<file path="src/pkg/lpc_cfg.svh">
// constants of the lin physical-layer control block
`ifndef LPC_CFG_SVH
`define LPC_CFG_SVH

// ----------------------------------------
// register map
// ----------------------------------------
`define LPC_OFF_CTRL     8'h18
`define LPC_OFF_WAKE     8'h1c
`define LPC_CTRL_RST     6'h00
`define LPC_DAT_ZERO     32'h0000_0000

// ----------------------------------------
// control/status fields
// ----------------------------------------
`define LPC_B_OT_IE      7
`define LPC_B_OT_PRES    6
`define LPC_B_RX         5
`define LPC_B_TX         4
`define LPC_B_UNDERVOLT_SHUTDOWN_DISABLE       3
`define LPC_B_EN         2
`define LPC_B_SR_HI      1
`define LPC_B_SR_LO      0
`define LPC_B_WAKE       0
`define LPC_SR_SLOW      2'h1
`define LPC_SR_FAST      2'h2
`define LPC_SR_RST       2'h0

// ----------------------------------------
// timing
// ----------------------------------------
`define LPC_CLK_MHZ      10
`define LPC_WAKE_FILT_US 100
`define LPC_WAKE_CYC     (`LPC_WAKE_FILT_US * `LPC_CLK_MHZ)
`define LPC_CNT_W        10

`endif

</file>
<file path="src/pkg/lpc_pkg.sv">
// types of the lin physical-layer control block
package lpc_pkg;

  typedef enum logic [1:0] {LPC_SLOPE_NORMAL, LPC_SLOPE_SLOW, LPC_SLOPE_FAST} lpc_slope_t;

  typedef enum logic {LPC_TX_ON, LPC_TX_OT_OFF} lpc_tx_state_t;

  typedef struct packed {
    logic        cyc;
    logic        stb;
    logic        we;
    logic [7:0]  adr;
    logic [3:0]  sel;
    logic [31:0] dat;
  } lpc_wb_req_t;

  typedef struct packed {
    logic       ot_ie;
    logic       tx_bit;
    logic       undervolt_shutdown_disable;
    logic       en;
    logic [1:0] sr;
  } lpc_ctrl_t;

  typedef struct packed {
    logic          ack;
    logic [31:0]   dat;
    lpc_ctrl_t     ctrl;
    lpc_slope_t    slope;
    lpc_tx_state_t tx_state;
    logic          ot;
    logic          irq;
    logic          uv_block;
    logic          rx;
    logic [9:0]    cnt;
    logic          wake_src;
    logic          wake_pulse;
    logic          drive_dom;
  } lpc_state_t;

endpackage : lpc_pkg

</file>
<file path="src/core/lpc_phy.sv">
// lin physical-layer control, status and wishbone register slave
//
// Register access over Wishbone was left to the implementer.
`timescale 1ns/1ps
`include "lpc_cfg.svh"

module lpc_phy
  import lpc_pkg::*;
(
  // clock and reset
  input  wire logic        i_core_clk,
  input  wire logic        i_rst,
  // wishbone slave
  input  wire lpc_wb_req_t i_wb,
  output logic             o_wb_ack,
  output logic [31:0]      o_wb_dat,
  // transmit path
  input  wire logic        i_txd,
  output logic             o_bus_dominant,
  output lpc_slope_t       o_slope,
  output logic             o_phy_enable,
  // receive path
  input  wire logic        i_bus_rx,
  output logic             o_rxd,
  // supervision
  input  wire logic        i_overtemp,
  input  wire logic        i_supply_undervolt,
  input  wire logic        i_low_power,
  output logic             o_irq,
  output logic             o_wake_event
);

  // ----------------------------------------
  // state
  // ----------------------------------------
  lpc_state_t s;
  lpc_state_t next_s;

  logic       wb_hit;
  logic       rd_ctrl;
  logic       wr_ctrl;
  logic       wr_wake;
  logic       ot_onset;
  logic       drive_req;
  logic       tx_allow;
  logic [7:0] ctrl_rd;

  // ----------------------------------------
  // bus decode
  // ----------------------------------------
  // ack is one cycle; the ~s.ack term keeps a held request from being taken twice
  assign wb_hit  = i_wb.cyc & i_wb.stb & ~s.ack;
  assign rd_ctrl = wb_hit & ~i_wb.we & (i_wb.adr == `LPC_OFF_CTRL);
  assign wr_ctrl = wb_hit & i_wb.we & i_wb.sel[0] & (i_wb.adr == `LPC_OFF_CTRL);
  assign wr_wake = wb_hit & i_wb.we & i_wb.sel[0] & (i_wb.adr == `LPC_OFF_WAKE);

  assign ot_onset  = i_overtemp & ~s.ot;
  assign drive_req = s.ctrl.tx_bit | ~i_txd;

  assign ctrl_rd = {s.ctrl.ot_ie, s.ot, s.rx, s.ctrl.tx_bit,
                    s.ctrl.undervolt_shutdown_disable, s.ctrl.en, s.ctrl.sr};

  // ----------------------------------------
  // next state
  // ----------------------------------------
  always_comb begin
    next_s            = s;
    next_s.ack        = 1'b0;
    next_s.wake_pulse = 1'b0;
    tx_allow          = 1'b0;

    // register access; unmapped addresses ack with zero data
    if (wb_hit) begin
      next_s.ack = 1'b1;
      next_s.dat = `LPC_DAT_ZERO;
      if (!i_wb.we) begin
        case (i_wb.adr)
          `LPC_OFF_CTRL: next_s.dat[7:0] = ctrl_rd;
          `LPC_OFF_WAKE: next_s.dat[`LPC_B_WAKE] = s.wake_src;
          default: next_s.dat = `LPC_DAT_ZERO;
        endcase
      end
    end
    if (wr_ctrl) begin
      next_s.ctrl.ot_ie  = i_wb.dat[`LPC_B_OT_IE];
      next_s.ctrl.tx_bit = i_wb.dat[`LPC_B_TX];
      next_s.ctrl.undervolt_shutdown_disable   = i_wb.dat[`LPC_B_UNDERVOLT_SHUTDOWN_DISABLE];
      next_s.ctrl.en     = i_wb.dat[`LPC_B_EN];
      next_s.ctrl.sr     = i_wb.dat[`LPC_B_SR_HI:`LPC_B_SR_LO];
    end

    // slope decode
    case (s.ctrl.sr)
      `LPC_SR_SLOW: next_s.slope = LPC_SLOPE_SLOW;
      `LPC_SR_FAST: next_s.slope = LPC_SLOPE_FAST;
      default:      next_s.slope = LPC_SLOPE_NORMAL;
    endcase

    // overtemperature status and interrupt; a fresh onset wins over the read clear
    next_s.ot = i_overtemp;
    if (rd_ctrl) begin
      next_s.irq = 1'b0;
    end
    if (ot_onset & s.ctrl.ot_ie) begin
      next_s.irq = 1'b1;
    end

    // transmitter shutdown on overtemperature
    case (s.tx_state)
      LPC_TX_ON: begin
        if (i_overtemp) begin
          next_s.tx_state = LPC_TX_OT_OFF;
        end
      end
      LPC_TX_OT_OFF: begin
        if (!i_overtemp && i_txd) begin
          next_s.tx_state = LPC_TX_ON;
        end
      end
      default: next_s.tx_state = LPC_TX_ON;
    endcase

    // undervoltage hold: only ever engages or releases while transmit is recessive,
    // so a dominant bit in flight is never cut short
    if (i_supply_undervolt && !s.ctrl.undervolt_shutdown_disable) begin
      if (!drive_req) begin
        next_s.uv_block = 1'b1;
      end
    end else if (!drive_req) begin
      next_s.uv_block = 1'b0;
    end

    // driver output
    tx_allow = s.ctrl.en & (s.tx_state == LPC_TX_ON) & ~i_overtemp
               & ~i_low_power & ~next_s.uv_block;
    next_s.drive_dom = tx_allow & drive_req;

    // receiver and wake detection; the receiver runs in every mode
    next_s.rx = i_bus_rx;
    if (wr_wake && i_wb.dat[`LPC_B_WAKE]) begin
      next_s.wake_src = 1'b0;
    end
    if (i_low_power) begin
      if (!s.rx && i_bus_rx) begin
        if (s.cnt >= `LPC_CNT_W'(`LPC_WAKE_CYC)) begin
          next_s.wake_pulse = 1'b1;
          next_s.wake_src   = 1'b1;
        end
        next_s.cnt = '0;
      end else if (!s.rx) begin
        // saturate so an endless dominant level cannot wrap past the filter
        if (s.cnt < `LPC_CNT_W'(`LPC_WAKE_CYC)) begin
          next_s.cnt = s.cnt + `LPC_CNT_W'(1);
        end
      end else begin
        next_s.cnt = '0;
      end
    end else begin
      next_s.cnt = '0;
    end
  end

  // ----------------------------------------
  // registers
  // ----------------------------------------
  always_ff @(posedge i_core_clk or posedge i_rst) begin
    if (i_rst) begin
      s.ack        <= 1'b0;
      s.dat        <= `LPC_DAT_ZERO;
      s.ctrl       <= `LPC_CTRL_RST;
      s.slope      <= LPC_SLOPE_NORMAL;
      s.tx_state   <= LPC_TX_ON;
      s.ot         <= 1'b0;
      s.irq        <= 1'b0;
      s.uv_block   <= 1'b0;
      s.rx         <= 1'b1;
      s.cnt        <= '0;
      s.wake_src   <= 1'b0;
      s.wake_pulse <= 1'b0;
      s.drive_dom  <= 1'b0;
    end else begin
      s <= next_s;
    end
  end

  // ----------------------------------------
  // outputs
  // ----------------------------------------
  assign o_wb_ack       = s.ack;
  assign o_wb_dat       = s.dat;
  assign o_bus_dominant = s.drive_dom;
  assign o_slope        = s.slope;
  assign o_phy_enable   = s.ctrl.en;
  assign o_rxd          = s.rx;
  assign o_irq          = s.irq;
  assign o_wake_event   = s.wake_pulse;
endmodule : lpc_phy

</file>
<file path="config.mk">
export PLATFORM = sky130hd
export DESIGN_NAME = lpc_phy
export DESIGN_NICKNAME = d
export VERILOG_FILES = /design/src/pkg/lpc_pkg.sv /design/src/core/lpc_phy.sv
export VERILOG_INCLUDE_DIRS = /design/src /design/src/pkg
export SDC_FILE = /design/constraint.sdc
export NUM_CORES = 1
export LEC_CHECK = 0
export BUFFER_PORTS_ARGS = -buffer_cell sky130_fd_sc_hd__buf_4
export CAP_MARGIN = 30
export CORE_MARGIN = 2
export CORE_UTILIZATION = 45
export DETAILED_ROUTE_END_ITERATION = 12
export HOLD_SLACK_MARGIN = 0.06
export PLACE_DENSITY = 0.79
export SLEW_MARGIN = 20
export SYNTH_ARGS = -nofsm -noshare
export SYNTH_HDL_FRONTEND = slang
export SYNTH_SLANG_ARGS = --single-unit
</file>
<file path="constraint.sdc">
create_clock -name i_core_clk -period 1.68 [get_ports i_core_clk]
set_input_delay 0.336 -clock i_core_clk [delete_from_list [all_inputs] [get_ports i_core_clk]]
set_output_delay 0.336 -clock i_core_clk [all_outputs]
set_load 0.05 [all_outputs]
</file>
==> flow_summary.yaml, run 1 <==
setup_path:
  cp_cell_sequence: "nand3b_1 -> buf_12 -> or4_1 -> o21ai_1"
  crit_type: "flip-flop to flip-flop"
  worstPathArrival_ps: 1790
  reg2reg_depth: 4
  crit_path_end: "o_wb_dat[0]$_DFFE_PP0N_"
  cpPeakStageDelay_ps: 520
  path_depth: 4
  cp_top_family: "simple AND/OR/NAND/NOR gates"
  startpoint_type: "flip-flop"
  cp_max_fo: 12
  cp-end-kind: "flip-flop"
  required_ps: 1890
  reg2reg_from: "o_wb_ack$_DFF_PP0_"
  crit_path_start: "o_wb_ack$_DFF_PP0_"
  cp_num_buf_inv: 1
  cp_slowest_cell: "or4_1"
  worst-r2r-setup-slack_ps: 110
  reg2reg_to: "o_wb_dat[0]$_DFFE_PP0N_"
floorplanning:
  die_x_um: 67.8
  die_h_um: 67.8
  io_pins: 94
  start_util_pct: 46.1
  rows: 23
  core_area_um2: 3970
  die_area_um2: 4600
sta:
  rsz0062_at_grt: "no"
  post-route-period-util_pct: 93.6
  hold_viol: 0
  fmax_mhz: 636
  slew_violations: 0
  fin_skew_ps: 2.45
  finalSetupViolations: 0
  fin_tns_setup_ps: 0
  hold_ws_ps: 144
  period_needed_ps: 1570
layout:
  final_layout_size_suffix_gt1_share_pct: 32.9
  utilization_pct: 56.1
  seq_area_um2: 877
  design_area_um2: 2230
  syn_to_final_growth_pct: 21.6
  final_cell_mix: "buf_4 (46), dfrtp_1 (34), conb_1 (24), nand2_1 (10), inv_1 (8)"
  nets: 265
  fillers: 355
  antenna_cells: 0
  multi_input_area_um2: 744
  final_common_cell: "buf_4"
detailed_routing:
  drc: 0
  drtIter0Drc: 42
  wl_per_cell_um: 13.0
  finalWirelength_um: 3390
  vias: 1304
  ant_nets: 0
  drt-vias-per-instance: 5.02
  firstDrtPassIters: 5
clock_network:
  cts-root-buf: "clkbuf_8"
  path_clk_slew_ps: 70
  htreeDepth: 2
  clk_path_buf_depth: 2
  numCtsBuffers: 5
  post-cts-setup-buffers: 0
  clock_latency_ps: 280
  cts_tree: "yes"
  cts_sinks: 35
synth:
  synth_cell_types: 40
  synthArstFlopShare_pct: 100
  synth_seq_area_share_pct: 47.9
  yosysWarnings: 0
  synth_edf_count: 0
  synthCells: 168
  yosys_register_bits: 35
  syn-mean-instance-area_um2: 10.9
  synth.cell_area_um2: 1830
  synthFlopType: "dfrtp_1"
pwr:
  power_density_nw_per_um2: 905
  ir_drop_uv: 494
  p_leak_nw: 1.12
placement:
  port_buffers: 40
  place_hpwl_um: 2490
  gp_congestion: 0.833
  placement.cell_area_um2: 2090
run:
  maxCapViolations: 0
grt:
  gr-usage-all-layers_pct: 16.5
  antenna_found_initial: 0
  grt_max_degree: 36
  grt_pass1_vias: 1187
  grt_first_pass_wirelength_um: 5600
  overflow: 0
worst_hold_path:
  hold_path.class: "input pin to asynchronous set/reset pin"
status:
  status: "completed"
report_power, final:
group	switching, W	internal (W)
combinational	0.000187	0.0000663
clock	0.000309	0.000592
sequential	0.00000804	0.000854
total	0.000504	0.00151
cells by family after synthesis:
group	share of synthesized area, %
fa+ha+maj	1.37
flops	47.9
compound gates	11.3
mux	6.49
simple gates	16.6
buf+inv	16.2
other cells	0.205
sequential cells by signal (all words and copies together), names as in the netlist:
signal	cells
o_wb_dat	8
o_wake_event	1
o_phy_enable	1
ctrl_rd	6
o_rxd	1
o_irq	1
o_slope	2
s	13
o_wb_ack	1
o_bus_dominant	1
per-stage QoR:
stage | power [W] | cells | setup slack (ps)
CTS | 0.00204 | 260 | 36.1
floorplan | 0.00110 | 191 | -146
global route | 0.00209 | 260 | 31.5
global placement | 0.00113 | 252 | -249
finish | 0.00202 | 260 | 107
detailed placement | 0.00113 | 252 | -264
cell type report:
type                            count  share of cell area [%]
Clock inverter                      3                    3.03
Tap cell                           50                    2.81
Multi-Input combinational cell    111                    33.4
Sequential cell                    35                    39.4
Clock buffer                        5                    3.09
Inverter                            8                    1.35
Timing Repair Buffer               48                    16.9
cell usage after synthesis, types with 2 or more instances:
master | count | area share [%]
a21oi_1 | 5 | 1.4
a22o_1 | 7 | 3.3
and4_1 | 2 | 0.96
buf_4 | 34 | 14
clkbuf_1 | 3 | 0.61
dfrtp_1 | 34 | 46
ha_1 | 2 | 1.4
inv_1 | 8 | 1.6
mux2_2 | 7 | 4.3
mux2i_1 | 4 | 2.2
nand2_1 | 10 | 2.0
nand2b_1 | 4 | 1.4
nand3_1 | 3 | 0.82
nand3b_1 | 3 | 1.2
nand4_1 | 2 | 0.68
nor2_1 | 5 | 1.0
nor2b_1 | 3 | 1.0
nor3_1 | 2 | 0.55
nor4_1 | 2 | 0.68
o21ai_0 | 4 | 1.1
o22ai_1 | 2 | 0.68
o41ai_1 | 2 | 0.96
or3b_2 | 2 | 0.96
or4_1 | 2 | 0.82
worst min-delay path by stage:
stage                           end  slack, ps            startpoint  depth (start not counted)
4_1_cts        o_slope[1]$_DFF_PP0_        160                 i_rst                          3
6_report           s[6]$_DFFE_PP0P_        140                 i_rst                          3
3_3_place_gp      o_irq$_DFFE_PP0P_        440  ctrl_rd[6]$_DFF_PP0_                          1
5_1_grt             o_rxd$_DFF_PP1_        170              i_bus_rx                          1
2_1_floorplan       o_rxd$_DFF_PP1_        340              i_bus_rx                          0
3_5_place_dp      o_irq$_DFFE_PP0P_        440  ctrl_rd[6]$_DFF_PP0_                          1
worst register-to-register path: cells and delay by family, from the launching register on:
family / cells / cell delay, ps
DFF: 1 / 370
and+or+nand+nor: 2 / 780
AOI/OAI and AO/OA: 1 / 140
buffers and inverters: 1 / 210
per-layer routing:
metal	GRT usage, %	up-vias	part of all wire (%)	wire length, µm
met5	0	-	0	0
met4	6.75	0	2.5	84
met3	4.17	10	6.5	220
met2	25.2	57	46	1560
met1	22.4	611	45	1530
li1	-	626	-	-
timing repair:
| action | in CTS | in global routing |
|---|---|---|
| hold buffers | 0 | 0 |
| gates resized for setup | 0 | 2 |
| endpoints found under the setup margin | 0 | 7 |
(Power assumes the default switching activity.)
==> inputs of run 2 (changes only) <==
==> constraint.sdc (replaced) <==
create_clock -name i_core_clk -period 1.8 [get_ports i_core_clk]
set_input_delay 0.36 -clock i_core_clk [delete_from_list [all_inputs] [get_ports i_core_clk]]
set_output_delay 0.36 -clock i_core_clk [all_outputs]
set_load 0.05 [all_outputs]
==> run 2 against run 1 <==
Net effect: sequential power is 6.7% lower; core utilization is 0.69 points lower; final cell count is 0.38% higher; clock power is 19% lower; worst setup slack better by 59 ps; non-clock buffer count is 1 higher; highest routed layer unchanged; routed wire length is 8.8% higher.
==> flow_summary.yaml, run 2 (synthesis results as in run 1) <==
status:
  status: "completed"
clock_network:
  numCtsBuffers: 5
  cts_tree: "yes"
  post-cts-setup-buffers: 0
  clock_latency_ps: 290
  holdBufCountCts: 0
  cts-root-buf: "clkbuf_8"
  clk_path_buf_depth: 2
  cts_sinks: 35
  path_clk_slew_ps: 80
  ctsResizeCount: 0
  htreeDepth: 2
setup_path:
  cp_max_fo: 6
  crit_path_end: "ctrl_rd[4]$_DFFE_PP0P_"
  worstPathArrival_ps: 1820
  reg2reg_to: "o_wb_dat[0]$_DFFE_PP0N_"
  worst-r2r-setup-slack_ps: 180
  required_ps: 1980
  cp-end-kind: "flip-flop"
  crit_path_start: "i_wb[37]"
  crit_type: "input pin to flip-flop"
  reg2reg_from: "o_wb_ack$_DFF_PP0_"
  startpoint_type: "input pin"
  reg2reg_depth: 4
layout:
  largest_register: "s"
  utilization_pct: 55.4
  fillers: 359
  design_area_um2: 2200
  final_layout_size_suffix_gt1_share_pct: 33.6
  final_cell_mix: "buf_4 (49), dfrtp_1 (33), conb_1 (24), nand2_1 (10), inv_1 (8)"
  nets: 266
  syn_to_final_growth_pct: 20.1
  antenna_cells: 0
  largest_reg_flops: 13
  final_common_cell: "buf_4"
  fin_cells: 261
  multi_input_area_um2: 744
  seq_area_um2: 878
placement:
  placement.cell_area_um2: 2080
  gp_congestion: 0.848
  port_buffers: 40
  place_hpwl_um: 2800
  dp_cells: 253
  pre_cts_ws_ps: -111
floorplanning:
  rows: 23
  die_x_um: 67.8
  io_pins: 94
  start_util_pct: 46.1
  die_h_um: 67.8
  core_area_um2: 3970
  die_area_um2: 4600
sta:
  fmax_mhz: 612
  hold_viol: 0
  worst_slack_ps: 166
  post-route-period-util_pct: 90.8
  slew_violations: 0
  fin_skew_ps: 6.95
  finalSetupViolations: 0
  period_needed_ps: 1630
  rsz0062_at_grt: "no"
grt:
  gr-usage-all-layers_pct: 17.6
  grt_first_pass_wirelength_um: 5730
  overflow: 0
  grt_pass1_vias: 1223
  grt_max_degree: 14
  antenna_found_initial: 0
detailed_routing:
  drtIter0Drc: 76
  drc: 0
  firstDrtPassIters: 4
  finalWirelength_um: 3690
  vias: 1330
  ant_nets: 0
  drt-vias-per-instance: 5.10
  wl_per_cell_um: 14.1
run:
  maxCapViolations: 0
pwr:
  power_density_nw_per_um2: 806
  p_leak_nw: 1.11
  ir_drop_uv: 469
worst_hold_path:
  hold_path.class: "input pin to asynchronous set/reset pin"
run 2: worst min-delay path by stage:
stage                             endpoint  slack (ps)
after floorplan            o_rxd$_DFF_PP1_         360
after global placement    s[5]$_DFFE_PP0P_         420
after detailed placement  s[5]$_DFFE_PP0P_         420
after CTS                 s[5]$_DFFE_PP0P_         100
after global routing      s[7]$_DFFE_PP0P_         110
final                     s[7]$_DFFE_PP0P_         100
run 2: through the flow:
step	hold slack [ps]	total power, W	TNS [ps]
final	100	0.00177	0
after global routing	113	0.00184	0
after CTS	103	0.00179	0
after floorplan	364	0.00102	0
after detailed placement	422	0.00106	-787
after global placement	422	0.00105	-566
run 2: cell type report:
cell class,count,area share [%]
Timing Repair Buffer,49,16.7
Multi-Input combinational cell,111,33.8
Clock inverter,3,2.16
Clock buffer,5,3.13
Sequential cell,35,39.9
Inverter,8,1.37
Tap cell,50,2.84
run 2: per-layer routing:
| metal | part of all wire [%] | global-route usage [%] | up-vias | routed length [µm] |
|---|---|---|---|---|
| li1 | - | - | 626 | - |
| met1 | 43 | 22.4 | 647 | 1590 |
| met2 | 49 | 28.3 | 51 | 1800 |
| met3 | 6.5 | 4.50 | 6 | 240 |
| met4 | 1.6 | 7.25 | 0 | 59 |
| met5 | 0 | 0 | - | 0 |
run 2: report_power, final:
group | internal, W | total, W | switching, W
Clock | 0.000420 | 0.000731 | 0.000311
Sequential | 0.000797 | 0.000804 | 0.00000703
Combinational | 0.0000618 | 0.000237 | 0.000176
run 2: worst max-delay path, cell delays in order:
cell	delay [ps]
buf_4	100
or3b_2	520
nor4_4	280
buf_4	210
mux2_2	340
==> inputs of run 3 (changes only) <==
--- a/config.mk
+++ b/config.mk
@@ -12,7 +12,7 @@
 export CORE_UTILIZATION = 45
 export DETAILED_ROUTE_END_ITERATION = 12
 export HOLD_SLACK_MARGIN = 0.06
-export PLACE_DENSITY = 0.79
+export PLACE_DENSITY = 0.88
 export SLEW_MARGIN = 20
 export SYNTH_ARGS = -nofsm -noshare
 export SYNTH_HDL_FRONTEND = slang
==> run 3 against run 2 <==
Net effect: register-to-register slack gained 60 ps; clock-buffer cell count grew 3; final cell count is 0.77% lower; critical path depth is the same; critical path type unchanged.
==> flow_summary.yaml, run 3 (synthesis results as in run 1) <==
status:
  status: "completed"
clock_network:
  clock_latency_ps: 280
  clk_path_buf_depth: 2
  path_clk_slew_ps: 70
  cts-root-buf: "clkbuf_8"
  cts_tree: "yes"
  post-cts-setup-buffers: 0
  holdBufCountCts: 0
  ctsResizeCount: 0
  htreeDepth: 2
  cts_sinks: 35
  numCtsBuffers: 5
setup_path:
  startpoint_type: "input pin"
  cp_cell_sequence: "buf_4 -> or3b_2 -> nor4_4 -> buf_4 -> mux2_2"
  cp_slowest_cell: "or3b_2"
  required_ps: 1970
  worstPathArrival_ps: 1790
  cp-end-kind: "flip-flop"
  crit_type: "input pin to flip-flop"
  crit_top_cell: "buf_4"
  cpPeakStageDelay_ps: 520
  cp_max_fo: 6
sta:
  hold_viol: 0
  slew_violations: 0
  worst_slack_ps: 176
  hold_ws_ps: 165
  finalSetupViolations: 0
  rsz0062_at_grt: "no"
  fin_skew_ps: 1.77
  fin_tns_setup_ps: 0
  post-route-period-util_pct: 90.2
  period_needed_ps: 1620
  fmax_mhz: 616
pwr:
  ir_drop_uv: 510
  p_leak_nw: 1.10
  totalPowerFinal_w: 0.00165
  power_density_nw_per_um2: 761
detailed_routing:
  finalWirelength_um: 3350
  drtIter0Drc: 61
  drt-vias-per-instance: 5.05
  vias: 1308
  ant_nets: 0
  firstDrtPassIters: 4
  drc: 0
  wl_per_cell_um: 12.9
layout:
  final_common_cell: "buf_4"
  utilization_pct: 54.6
  syn_to_final_growth_pct: 18.4
  largest_reg_flops: 13
  antenna_cells: 0
  final_cell_mix: "buf_4 (47), dfrtp_1 (33), conb_1 (24), nand2_1 (10), inv_1 (8)"
  largest_register: "s"
  final_layout_size_suffix_gt1_share_pct: 32.5
  nets: 264
worst_hold_path:
  hold_path.class: "input pin to asynchronous set/reset pin"
grt:
  grt_max_degree: 36
  grt_pass1_vias: 1128
  overflow: 0
  gr-usage-all-layers_pct: 16.4
  antenna_found_initial: 0
  grt_first_pass_wirelength_um: 5420
floorplanning:
  die_x_um: 67.8
  io_pins: 94
  die_area_um2: 4600
  die_h_um: 67.8
  core_area_um2: 3970
  rows: 23
  start_util_pct: 46.1
placement:
  pre_cts_ws_ps: -115
  port_buffers: 40
  gp_congestion: 0.877
  place_hpwl_um: 2520
run:
  maxCapViolations: 0
-- run 3: path summary, 6_finish.rpt --
check | slack [ps] | to | cells past startpoint | startpoint
min reg2reg | 440 | o_irq$_DFFE_PP0P_ | 1 | ctrl_rd[6]$_DFF_PP0_
min | 160 | s[7]$_DFFE_PP0P_ | 3 | i_rst
max reg2reg | 240 | o_wb_dat[0]$_DFFE_PP0N_ | 4 | o_wb_ack$_DFF_PP0_
min in group i_core_clk | 200 | o_rxd$_DFF_PP1_ | 1 | i_bus_rx
max in group asynchronous | 1300 | o_rxd$_DFF_PP1_ | 3 | i_rst
max | 180 | ctrl_rd[7]$_DFFE_PP0P_ | 5 | i_wb[37]
-- run 3: critical path, delay by kind of cell --
family,cells,cell delay [ps]
simple gates,2,780
mux,1,350
buf+inv,2,300
-- run 3: through the flow --
step           cells  cell area, µm²
3_3_place_gp     251            2070
2_1_floorplan    191            1920
5_1_grt          259            2170
3_5_place_dp     251            2070
4_1_cts          259            2170
6_report         259            2170
-- run 3: power breakdown --
part           switching [W]  internal (W)
clock               0.000266      0.000349
combinational       0.000171     0.0000587
sequential        0.00000696      0.000798
total               0.000445       0.00121
-- run 3: final cells by class --
cell class / count / area [µm²]
repair buffers: 47 / 353
well taps: 50 / 62.6
fillers: 367 / 1800
multi-input cells: 111 / 744
inverters: 8 / 30.0
flip-flops and latches: 35 / 878
clock buffers: 8 / 100
-- run 3: routing by layer --
metal  wire [µm]  vias to the layer above  track usage (%)  share of wire [%]
met3         260                        7             5.83                7.8
met4          70                        0             6.75                2.1
li1            -                      618                -                  -
met2        1630                       59             25.0                 49
met5           0                        -                0                  0
met1        1380                      624             21.1                 41
